===== src/hdl/sgc_pkg.sv =====
package sgc_pkg;

	// ****************************************
	// register map
	// ****************************************
	localparam logic [7:0]  ADDR_GAIN      = 8'hc6;
	localparam logic [7:0]  ADDR_CFG       = 8'hc7;
	localparam logic [15:0] GAIN_RESET     = 16'h0000;
	localparam logic [15:0] CFG_RESET      = 16'h0000;
	localparam logic [15:0] CFG_WMASK      = 16'hff00;
	localparam int          CFG_EN_BIT     = 15;
	localparam int          CFG_POL_BIT    = 14;
	localparam int          CFG_NUM_LSB    = 8;
	localparam int          CFG_NUM_MSB    = 12;

	// ****************************************
	// gain and data widths
	// ****************************************
	localparam int                 CONV_W     = 24;
	localparam int                 GAIN_SHIFT = 16;
	localparam logic signed [17:0] GAIN_UNITY = 18'sh10000;
	localparam logic signed [25:0] CAL_MAX    = 26'sh07fffff;
	localparam logic signed [25:0] CAL_MIN    = -26'sh0800000;

	// ****************************************
	// fast filter and comparator
	// ****************************************
	localparam int          FF_OSR       = 64;
	localparam int          FF_DCNT_W    = 6;
	localparam int          FF_W         = 20;
	localparam int          FF_RES_LSB   = 4;
	localparam logic [15:0] TH_HI_OFF    = 16'h7fff;
	localparam logic [15:0] TH_LO_OFF    = 16'h8000;
	localparam logic [7:0]  TRIP_CNT_MAX = 8'hff;

	typedef struct packed {
		logic        wr;
		logic        rd;
		logic [7:0]  addr;
		logic [15:0] wdata;
	} sgc_reg_req_t;

	typedef struct packed {
		logic [15:0]              gain;
		logic [15:0]              cfg;
		logic [15:0]              rdata;
		logic [CONV_W-1:0]        cal_data;
		logic                     cal_valid;
		logic [1:0]               conv_cnt;
		logic [FF_W-1:0]          i1;
		logic [FF_W-1:0]          i2;
		logic [FF_W-1:0]          i3;
		logic [FF_W-1:0]          d1;
		logic [FF_W-1:0]          d2;
		logic [FF_W-1:0]          d3;
		logic [FF_DCNT_W-1:0]     dcnt;
		logic [15:0]              ff_res;
		logic                     ff_valid;
		logic [7:0]               cnt_h;
		logic [7:0]               cnt_l;
		logic                     flag_h;
		logic                     flag_l;
		logic                     pin_o;
		logic                     pin_oe;
	} sgc_state_t;

	// deglitch code to number of consecutive results
	function automatic logic [7:0] trip_count(input logic [4:0] code);
		logic [7:0] n;
		n = 8'h01;
		unique case (code)
			5'h08: n = 8'h09;
			5'h09: n = 8'h0a;
			5'h0a: n = 8'h0c;
			5'h0b: n = 8'h0e;
			5'h0c: n = 8'h10;
			5'h0d: n = 8'h12;
			5'h0e: n = 8'h14;
			5'h0f: n = 8'h16;
			5'h10: n = 8'h18;
			5'h11: n = 8'h1c;
			5'h12: n = 8'h20;
			5'h13: n = 8'h24;
			5'h14: n = 8'h28;
			5'h15: n = 8'h30;
			5'h16: n = 8'h38;
			5'h17: n = 8'h40;
			5'h18: n = 8'h48;
			5'h19: n = 8'h50;
			5'h1a: n = 8'h58;
			5'h1b: n = 8'h60;
			5'h1c: n = 8'h68;
			5'h1d: n = 8'h70;
			5'h1e: n = 8'h78;
			5'h1f: n = 8'h80;
			default: n = {3'h0, code} + 8'h01;
		endcase
		return n;
	endfunction

endpackage


===== src/hdl/sgc_shunt_cal.sv =====
// Overview of operation
// - gain word is signed, one step is 1/65536, zero means unity gain
// - word 0 gives 1, 7fff gives 1.499985, 8000 gives 0.5
// - comparator enable runs fast filter and comparator; clear stops both
// - fast filter ignores start and stop bits; the enable, converter enable and standby gate it
// - fast filter is sinc3 with fixed decimation of 64
// - trip asserts only after the selected number of consecutive results beyond
// - count code 0..7 maps to code+1, above that stepped up to 128
// - one result back inside restarts the count; no hysteresis
// - fault is active when either trip flag is active
// - polarity 1 drives fault high, polarity 0 drives fault low
// - fault reaches shared pin only if selected; pin format sets drive
// - result above high threshold counts; 7fff disables high detection
// - result below low threshold counts; 8000 disables low detection
// - converter off or standby clears conversion data and its counter
module sgc_shunt_cal (
	input  logic                   sys_clk_i,
	input  logic                   nrst_i,
	input  sgc_pkg::sgc_reg_req_t  reg_req_i,
	output logic [15:0]            reg_rdata_o,
	input  logic                   conv_enable_i,
	input  logic                   standby_i,
	input  logic                   conv_valid_i,
	input  logic [23:0]            conv_data_i,
	output logic                   cal_valid_o,
	output logic [23:0]            cal_data_o,
	output logic [1:0]             conv_count_o,
	input  logic                   mod_stb_i,
	input  logic                   mod_bit_i,
	input  logic [15:0]            high_trip_threshold_i,
	input  logic [15:0]            low_trip_threshold_i,
	output logic                   high_trip_flag_o,
	output logic                   low_trip_flag_o,
	input  logic                   shared_pin_source_select_i,
	input  logic                   shared_pin_format_i,
	input  logic                   gpio_data_i,
	output logic                   overcurrent_fault_pin_o,
	output logic                   overcurrent_fault_pin_oe_o
);

	sgc_pkg::sgc_state_t st_r;
	sgc_pkg::sgc_state_t st_nxt;

	logic                     comp_en;
	logic                     fault_pol;
	logic [7:0]               trip_n;
	logic                     ff_run;
	logic signed [17:0]       factor;
	logic signed [41:0]       prod;
	logic signed [25:0]       scaled;
	logic [sgc_pkg::FF_W-1:0] x_in;
	logic [sgc_pkg::FF_W-1:0] c1;
	logic [sgc_pkg::FF_W-1:0] c2;
	logic [sgc_pkg::FF_W-1:0] c3;
	logic [7:0]               cnt_inc_h;
	logic [7:0]               cnt_inc_l;
	logic                     fault;
	logic                     level;
	logic                     drive;

	assign comp_en   = st_r.cfg[sgc_pkg::CFG_EN_BIT];
	assign fault_pol = st_r.cfg[sgc_pkg::CFG_POL_BIT];
	assign trip_n    = sgc_pkg::trip_count(st_r.cfg[sgc_pkg::CFG_NUM_MSB:sgc_pkg::CFG_NUM_LSB]);

	// ****************************************
	// next state
	// ****************************************
	always_comb begin
		st_nxt = st_r;
		st_nxt.cal_valid = 1'b0;
		st_nxt.ff_valid  = 1'b0;

		// register port; reserved low byte of config is never stored
		if (reg_req_i.wr) begin
			if (reg_req_i.addr == sgc_pkg::ADDR_GAIN) begin
				st_nxt.gain = reg_req_i.wdata;
			end else if (reg_req_i.addr == sgc_pkg::ADDR_CFG) begin
				st_nxt.cfg = reg_req_i.wdata & sgc_pkg::CFG_WMASK;
			end
		end
		if (reg_req_i.rd) begin
			unique case (reg_req_i.addr)
				sgc_pkg::ADDR_GAIN: st_nxt.rdata = st_r.gain;
				sgc_pkg::ADDR_CFG:  st_nxt.rdata = st_r.cfg & sgc_pkg::CFG_WMASK;
				default:            st_nxt.rdata = 16'h0000;
			endcase
		end

		// gain calibration: factor = 1 + word/65536
		factor = sgc_pkg::GAIN_UNITY + 18'(signed'(st_r.gain));
		prod   = 42'(signed'(conv_data_i)) * 42'(factor);
		scaled = prod[41:sgc_pkg::GAIN_SHIFT];
		if (conv_valid_i) begin
			if (scaled > sgc_pkg::CAL_MAX) begin
				st_nxt.cal_data = sgc_pkg::CAL_MAX[23:0];
			end else if (scaled < sgc_pkg::CAL_MIN) begin
				st_nxt.cal_data = sgc_pkg::CAL_MIN[23:0];
			end else begin
				st_nxt.cal_data = scaled[23:0];
			end
			st_nxt.cal_valid = 1'b1;
			st_nxt.conv_cnt  = st_r.conv_cnt + 2'h1;
		end
		if (!conv_enable_i || standby_i) begin
			st_nxt.cal_data  = '0;
			st_nxt.cal_valid = 1'b0;
			st_nxt.conv_cnt  = 2'h0;
		end

		// sinc3 fast filter; start/stop bits deliberately not looked at
		ff_run = comp_en && conv_enable_i && !standby_i;
		x_in   = mod_bit_i ? sgc_pkg::FF_W'(1) : '1;
		c1     = st_r.i3 - st_r.d1;
		c2     = c1 - st_r.d2;
		c3     = c2 - st_r.d3;
		if (mod_stb_i) begin
			st_nxt.i1   = st_r.i1 + x_in;
			st_nxt.i2   = st_r.i2 + st_r.i1;
			st_nxt.i3   = st_r.i3 + st_r.i2;
			st_nxt.dcnt = st_r.dcnt + sgc_pkg::FF_DCNT_W'(1);
			if (st_r.dcnt == sgc_pkg::FF_DCNT_W'(sgc_pkg::FF_OSR - 1)) begin
				st_nxt.d1       = st_r.i3;
				st_nxt.d2       = c1;
				st_nxt.d3       = c2;
				st_nxt.ff_res   = c3[sgc_pkg::FF_W-1:sgc_pkg::FF_RES_LSB];
				st_nxt.ff_valid = 1'b1;
			end
		end

		// comparator with deglitch counters, once per filter output
		cnt_inc_h = (st_r.cnt_h == sgc_pkg::TRIP_CNT_MAX) ? st_r.cnt_h : st_r.cnt_h + 8'h01;
		cnt_inc_l = (st_r.cnt_l == sgc_pkg::TRIP_CNT_MAX) ? st_r.cnt_l : st_r.cnt_l + 8'h01;
		if (st_r.ff_valid) begin
			if (high_trip_threshold_i != sgc_pkg::TH_HI_OFF &&
			    $signed(st_r.ff_res) > $signed(high_trip_threshold_i)) begin
				st_nxt.cnt_h  = cnt_inc_h;
				st_nxt.flag_h = (cnt_inc_h >= trip_n);
			end else begin
				st_nxt.cnt_h  = 8'h00;
				st_nxt.flag_h = 1'b0;
			end
			if (low_trip_threshold_i != sgc_pkg::TH_LO_OFF &&
			    $signed(st_r.ff_res) < $signed(low_trip_threshold_i)) begin
				st_nxt.cnt_l  = cnt_inc_l;
				st_nxt.flag_l = (cnt_inc_l >= trip_n);
			end else begin
				st_nxt.cnt_l  = 8'h00;
				st_nxt.flag_l = 1'b0;
			end
		end

		// idle filter is held cleared so a re-enable starts from a clean state
		if (!ff_run) begin
			st_nxt.i1       = '0;
			st_nxt.i2       = '0;
			st_nxt.i3       = '0;
			st_nxt.d1       = '0;
			st_nxt.d2       = '0;
			st_nxt.d3       = '0;
			st_nxt.dcnt     = '0;
			st_nxt.ff_res   = '0;
			st_nxt.ff_valid = 1'b0;
			st_nxt.cnt_h    = 8'h00;
			st_nxt.cnt_l    = 8'h00;
			st_nxt.flag_h   = 1'b0;
			st_nxt.flag_l   = 1'b0;
		end

		// fault pin
		fault = st_r.flag_h || st_r.flag_l;
		level = fault_pol ? fault : !fault;
		drive = shared_pin_source_select_i ? level : gpio_data_i;
		if (shared_pin_format_i) begin
			st_nxt.pin_o  = 1'b0;
			st_nxt.pin_oe = !drive;
		end else begin
			st_nxt.pin_o  = drive;
			st_nxt.pin_oe = 1'b1;
		end
	end

	// ****************************************
	// state register
	// ****************************************
	always_ff @(posedge sys_clk_i or negedge nrst_i) begin
		if (!nrst_i) begin
			st_r      <= '0;
			st_r.gain <= sgc_pkg::GAIN_RESET;
			st_r.cfg  <= sgc_pkg::CFG_RESET;
		end else begin
			st_r <= st_nxt;
		end
	end

	assign reg_rdata_o                = st_r.rdata;
	assign cal_valid_o                = st_r.cal_valid;
	assign cal_data_o                 = st_r.cal_data;
	assign conv_count_o               = st_r.conv_cnt;
	assign high_trip_flag_o           = st_r.flag_h;
	assign low_trip_flag_o            = st_r.flag_l;
	assign overcurrent_fault_pin_o    = st_r.pin_o;
	assign overcurrent_fault_pin_oe_o = st_r.pin_oe;
endmodule


===== config.mk =====
export PLATFORM = sky130hd
export DESIGN_NAME = sgc_shunt_cal
export DESIGN_NICKNAME = d
export VERILOG_FILES = /design/src/hdl/sgc_pkg.sv /design/src/hdl/sgc_shunt_cal.sv
export SDC_FILE = /design/constraint.sdc
export NUM_CORES = 2
export LEC_CHECK = 0
export BUFFER_PORTS_ARGS = -buffer_cell sky130_fd_sc_hd__buf_2
export CAP_MARGIN = 20
export CELL_PAD_IN_SITES_DETAIL_PLACEMENT = 1
export CELL_PAD_IN_SITES_GLOBAL_PLACEMENT = 2
export CORE_MARGIN = 3
export CORE_UTILIZATION = 44
export CTS_CLUSTER_DIAMETER = 100
export CTS_CLUSTER_SIZE = 12
export DETAILED_ROUTE_END_ITERATION = 10
export PLACE_DENSITY_LB_ADDON = 0.12
export RECOVER_POWER = 50
export SYNTH_ARGS = -nofsm -noshare
export SYNTH_HDL_FRONTEND = slang
export SYNTH_SLANG_ARGS = --single-unit

===== constraint.sdc =====
create_clock -name sys_clk_i -period 21 [get_ports sys_clk_i]
set_input_delay 1.05 -clock sys_clk_i [delete_from_list [all_inputs] [get_ports sys_clk_i]]
set_output_delay 1.05 -clock sys_clk_i [all_outputs]
set_load 0.05 [all_outputs]

==> metrics.txt <==
# TYPE chip_impl_metric gauge
chip_impl_metric{name="worst-path-buf-inv",unit=""} 3
chip_impl_info{name="timing.rr.start",value="st_r[230]$_DFFE_PN0P_"} 1
chip_impl_metric{name="worstPathMaxFanout",unit=""} 105
chip_impl_metric{name="p_per_area",unit="nW/um2"} 53.0
chip_impl_metric{name="maxSlewHeadroom",unit=""} -2.90
chip_impl_metric{name="synth_edf_count",unit=""} 0
chip_impl_metric{name="power.leakage",unit="nW"} 16.8
chip_impl_metric{name="ant_nets",unit=""} 0
chip_impl_metric{name="detail_route.vias_per_cell",unit=""} 5.35
chip_impl_metric{name="drtIter0Drc",unit=""} 863
chip_impl_info{name="status",value="finished with violations"} 1
chip_impl_metric{name="design.core.area",unit="um2"} 69300
chip_impl_metric{name="numClockSinks",unit=""} 230
chip_impl_metric{name="finalSetupViolations",unit=""} 0
chip_impl_metric{name="mappedNetlistNets",unit=""} 4283
chip_impl_info{name="failed_checks",value="capacitance limit, slew limit"} 1
chip_impl_info{name="min_to",value="reg_rdata_o[6]$_DFFE_PN0P_"} 1
chip_impl_metric{name="clock_insertion_delay_worst_skew",unit="ns"} 0.58
chip_impl_metric{name="die_height",unit="um"} 272
chip_impl_metric{name="antenna_found_initial",unit=""} 1
chip_impl_info{name="startpoint_type",value="input pin"} 1
chip_impl_info{name="grt_setup_unrepaired",value="false"} 1
chip_impl_metric{name="finalMaxSlewViolations",unit=""} 219
chip_impl_metric{name="report.final.hold_viol_count",unit=""} 0
chip_impl_metric{name="met3WireLength",unit="mm"} 2.42
chip_impl_metric{name="wl_met1",unit="mm"} 37.6
chip_impl_metric{name="period_needed",unit="ns"} 8.51
chip_impl_metric{name="finalCritPeriodShare",unit=""} 0.405
chip_impl_info{name="hp-class",value="reg2reg"} 1
chip_impl_metric{name="synth.cell_area",unit="um2"} 31100
chip_impl_info{name="crit_path_top_delay_cell",value="clkbuf_1"} 1
chip_impl_metric{name="ys_seq_area_frac",unit=""} 0.185
chip_impl_metric{name="globalRoute.totalOverflow",unit=""} 0
chip_impl_metric{name="vias",unit=""} 23800
chip_impl_metric{name="grt_use_total",unit=""} 0.230
chip_impl_metric{name="cts_made_buffers",unit=""} 24
chip_impl_info{name="cpLargestDelayFamily",value="buffers and inverters"} 1
chip_impl_info{name="layout_common_cells",value="599 x inv_1, 404 x fa_1, 383 x nand2_1"} 1
chip_impl_metric{name="final_net_count",unit=""} 4301
chip_impl_info{name="cts_tree",value="done"} 1
chip_impl_metric{name="grt_max_degree",unit=""} 106
chip_impl_metric{name="wirelength",unit="mm"} 82.1
chip_impl_metric{name="arrival",unit="ns"} 8.42
chip_impl_metric{name="holdPathStages",unit=""} 2
chip_impl_info{name="crit_path_frequent_cell",value="clkbuf_1"} 1
chip_impl_metric{name="antenna-diode-count",unit=""} 0
chip_impl_info{name="timing.critical_path.to_type",value="async pin"} 1
chip_impl_metric{name="postSynth.asyncResetShare",unit=""} 1.00
chip_impl_metric{name="ys_ff_latch",unit=""} 230
chip_impl_metric{name="worst_slew_pin_slew",unit="ns"} 5.85
chip_impl_info{name="path_type_of_the_worst_setup_path",value="in2async"} 1
chip_impl_metric{name="area.growth.synth_to_final",unit="%"} 6.22
chip_impl_metric{name="clk_transition_reported_paths",unit="ns"} 0.06
chip_impl_metric{name="setup_tns",unit="ns"} 0
chip_impl_info{name="crit_path_cell_trace",value="clkbuf_1 -> clkbuf_1 -> clkbuf_1"} 1
chip_impl_metric{name="crit_path_max_incr_delay",unit="ns"} 4.01
chip_impl_info{name="hold_path.startpoint",value="reg_rdata_o[6]$_DFFE_PN0P_"} 1
chip_impl_metric{name="cts_hold_buf",unit=""} 0
chip_impl_metric{name="post_cts.repair.setup_buffers",unit=""} 0
chip_impl_metric{name="floorplan.rows",unit=""} 96
chip_impl_metric{name="io_pins",unit=""} 139
chip_impl_metric{name="post_synth_inst_count",unit=""} 3494
chip_impl_metric{name="synth.yosys.warnings",unit=""} 0
chip_impl_metric{name="fin_hold_ws",unit="ns"} 0.515
chip_impl_metric{name="final_layout_size_suffix_gt1_frac",unit=""} 0.0671
chip_impl_metric{name="cts_repair_resize_count",unit=""} 0
chip_impl_metric{name="r2r.worst_path.cells",unit=""} 22
chip_impl_info{name="cts_root_buffer",value="clkbuf_16"} 1
chip_impl_metric{name="io_buffer_count",unit=""} 138
chip_impl_metric{name="clock.fmax",unit="GHz"} 0.117
chip_impl_metric{name="finalWeightedCongestion",unit=""} 0.855
chip_impl_metric{name="reg2reg_setup_slack",unit="ns"} 13.02
chip_impl_metric{name="grt_pass1_wl",unit="mm"} 140
chip_impl_info{name="commonest_non_fill_non_tap_cell_in_the_layout",value="inv_1"} 1
chip_impl_metric{name="synth_area_per_cell",unit="um2"} 8.91
chip_impl_metric{name="dp_hpwl",unit="mm"} 65.6
chip_impl_metric{name="number_of_violations_of_the_max_capacitance_limit",unit=""} 3
chip_impl_metric{name="floorplan.die.width",unit="um"} 272
chip_impl_metric{name="wl_met2",unit="mm"} 40.9
chip_impl_info{name="uppermost_signal_routing_layer_after_detailed_routing",value="met4"} 1
chip_impl_metric{name="die_area",unit="um2"} 74000
chip_impl_metric{name="peakVddDrop",unit="V"} 0.0000528
chip_impl_metric{name="htree_levels",unit=""} 1
chip_impl_metric{name="cp.required",unit="ns"} 20.91
chip_impl_metric{name="fin_skew",unit="ns"} 0.0269
chip_impl_metric{name="detailedRoute.firstPassIterationCount",unit=""} 5
chip_impl_metric{name="wl_per_cell",unit="um"} 18.5
chip_impl_metric{name="floorplan.initialDensity",unit=""} 0.449
chip_impl_info{name="synth_ff_type",value="dfrtp_1"} 1
chip_impl_metric{name="first_global_vias",unit=""} 27100
chip_impl_metric{name="yosysUniqueCellTypes",unit=""} 75
chip_impl_metric{name="cts_buffer_depth",unit=""} 3
chip_impl_metric{name="remaining_drc_errors",unit=""} 0
chip_impl_info{name="rr_endpoint",value="cal_data_o[18]$_DFFE_PN0P_"} 1
[per-layer routing]
metal / global-route usage / up-vias
met1: 0.310 / 12200
met3: 0.0189 / 79
met5: 0 / -
met2: 0.409 / 279
met4: 0.0411 / 0
li1: - / 11200
[worst max-delay path by stage]
stage,startpoint,end,slack [ns],cells after the start
after global routing,nrst_i,st_r[141]$_DFFE_PN0P_,10.66,3
after CTS,st_r[226]$_DFFE_PN0P_,cal_data_o[18]$_DFFE_PN0P_,12.75,21
after detailed placement,conv_data_i[23],cal_data_o[17]$_DFFE_PN0P_,12.60,22
after global placement,conv_data_i[23],cal_data_o[4]$_DFFE_PN0P_,13.01,23
final,nrst_i,st_r[141]$_DFFE_PN0P_,12.49,3
after floorplan,conv_data_i[23],cal_data_o[12]$_DFFE_PN0P_,13.37,26
[sequential cells by signal, summed over array words and instances (netlist names)]
name,count
reg_rdata_o,16
cal_valid_o,1
overcurrent_fault_pin_oe_o,1
fault_pol,1
high_trip_flag_o,1
conv_count_o,2
low_trip_flag_o,1
st_r,181
cal_data_o,24
overcurrent_fault_pin_o,1
comp_en,1
[cell type report]
class,count,area [um2]
flip-flops and latches,230,5760
repair buffers,165,903
inverters,599,2250
multi-input cells,2492,22300
clock buffers,26,618
fillers,8160,36200
well taps,931,1160
clock inverters,3,52.6
[report_power, final]
| part | switching [mW] | internal, mW | leakage (nW) |
|---|---|---|---|
| clock network | 0.190 | 0.210 | 0.328 |
| registers | 0.0119 | 0.459 | 3.19 |
| logic | 0.547 | 0.334 | 13.2 |
| total | 0.749 | 1.00 | 16.8 |
[cell usage after synthesis, types with 9 or more instances]
library cell | instances | share of area
a2111oi_0 | 10 | 0.0028
a211oi_1 | 27 | 0.0065
a21o_1 | 65 | 0.016
a21oi_1 | 172 | 0.028
a221o_1 | 22 | 0.0071
a31oi_1 | 17 | 0.0034
and2_1 | 245 | 0.049
and3_1 | 17 | 0.0034
and4_1 | 9 | 0.0025
buf_4 | 42 | 0.010
clkbuf_1 | 119 | 0.014
dfrtp_1 | 230 | 0.18
fa_1 | 404 | 0.26
ha_1 | 293 | 0.12
inv_1 | 599 | 0.072
mux2_2 | 27 | 0.0098
mux2i_1 | 48 | 0.015
nand2_1 | 384 | 0.046
nand2b_1 | 18 | 0.0036
nand3_1 | 42 | 0.0068
nand4_1 | 24 | 0.0048
nor2_1 | 177 | 0.021
nor2b_1 | 45 | 0.0090
nor3_1 | 51 | 0.0082
o21a_1 | 37 | 0.0089
o21ai_0 | 79 | 0.013
o22ai_1 | 16 | 0.0032
o31ai_1 | 12 | 0.0029
or3_1 | 22 | 0.0044
xnor2_1 | 91 | 0.026
xor2_1 | 40 | 0.011
[worst register-to-register path: cells and delay by family, from the launching register on]
kind,cells,cell delay (ns)
flip-flops,1,1.06
buffers and inverters,4,0.24
AND/OR/NAND/NOR,3,1.23
AO/OA/AOI/OAI,8,2.14
adder cells (fa/ha/maj),7,3.25
[logic make-up (layout without fill, tap and decap cells)]
logic type / Yosys count / after routing / share of synthesized area
AOI/OAI and AO/OA: 524 / 524 / 0.110
xor gates and xnor gates: 131 / 131 / 0.0368
adders and majority gates: 697 / 697 / 0.377
buffers and inverters: 772 / 793 / 0.0987
DFF: 230 / 230 / 0.185
muxes: 75 / 75 / 0.0252
and+or+nand+nor: 1065 / 1065 / 0.167
[per-stage QoR]
step | cell area [um2] | util | setup WS [ns] | instances | total power [mW]
floorplan | 31100 | - | 13.37 | 3494 | 1.12
global placement | 32400 | 0.467 | 13.01 | 4413 | 1.34
detailed placement | 32400 | 0.467 | 12.60 | 4414 | 1.37
CTS | 33100 | 0.477 | 12.75 | 4443 | 1.79
global route | 33100 | 0.477 | 10.66 | 4446 | 1.91
finish | 33100 | 0.477 | 12.49 | 4446 | 1.75
(Power assumes the default switching activity.)
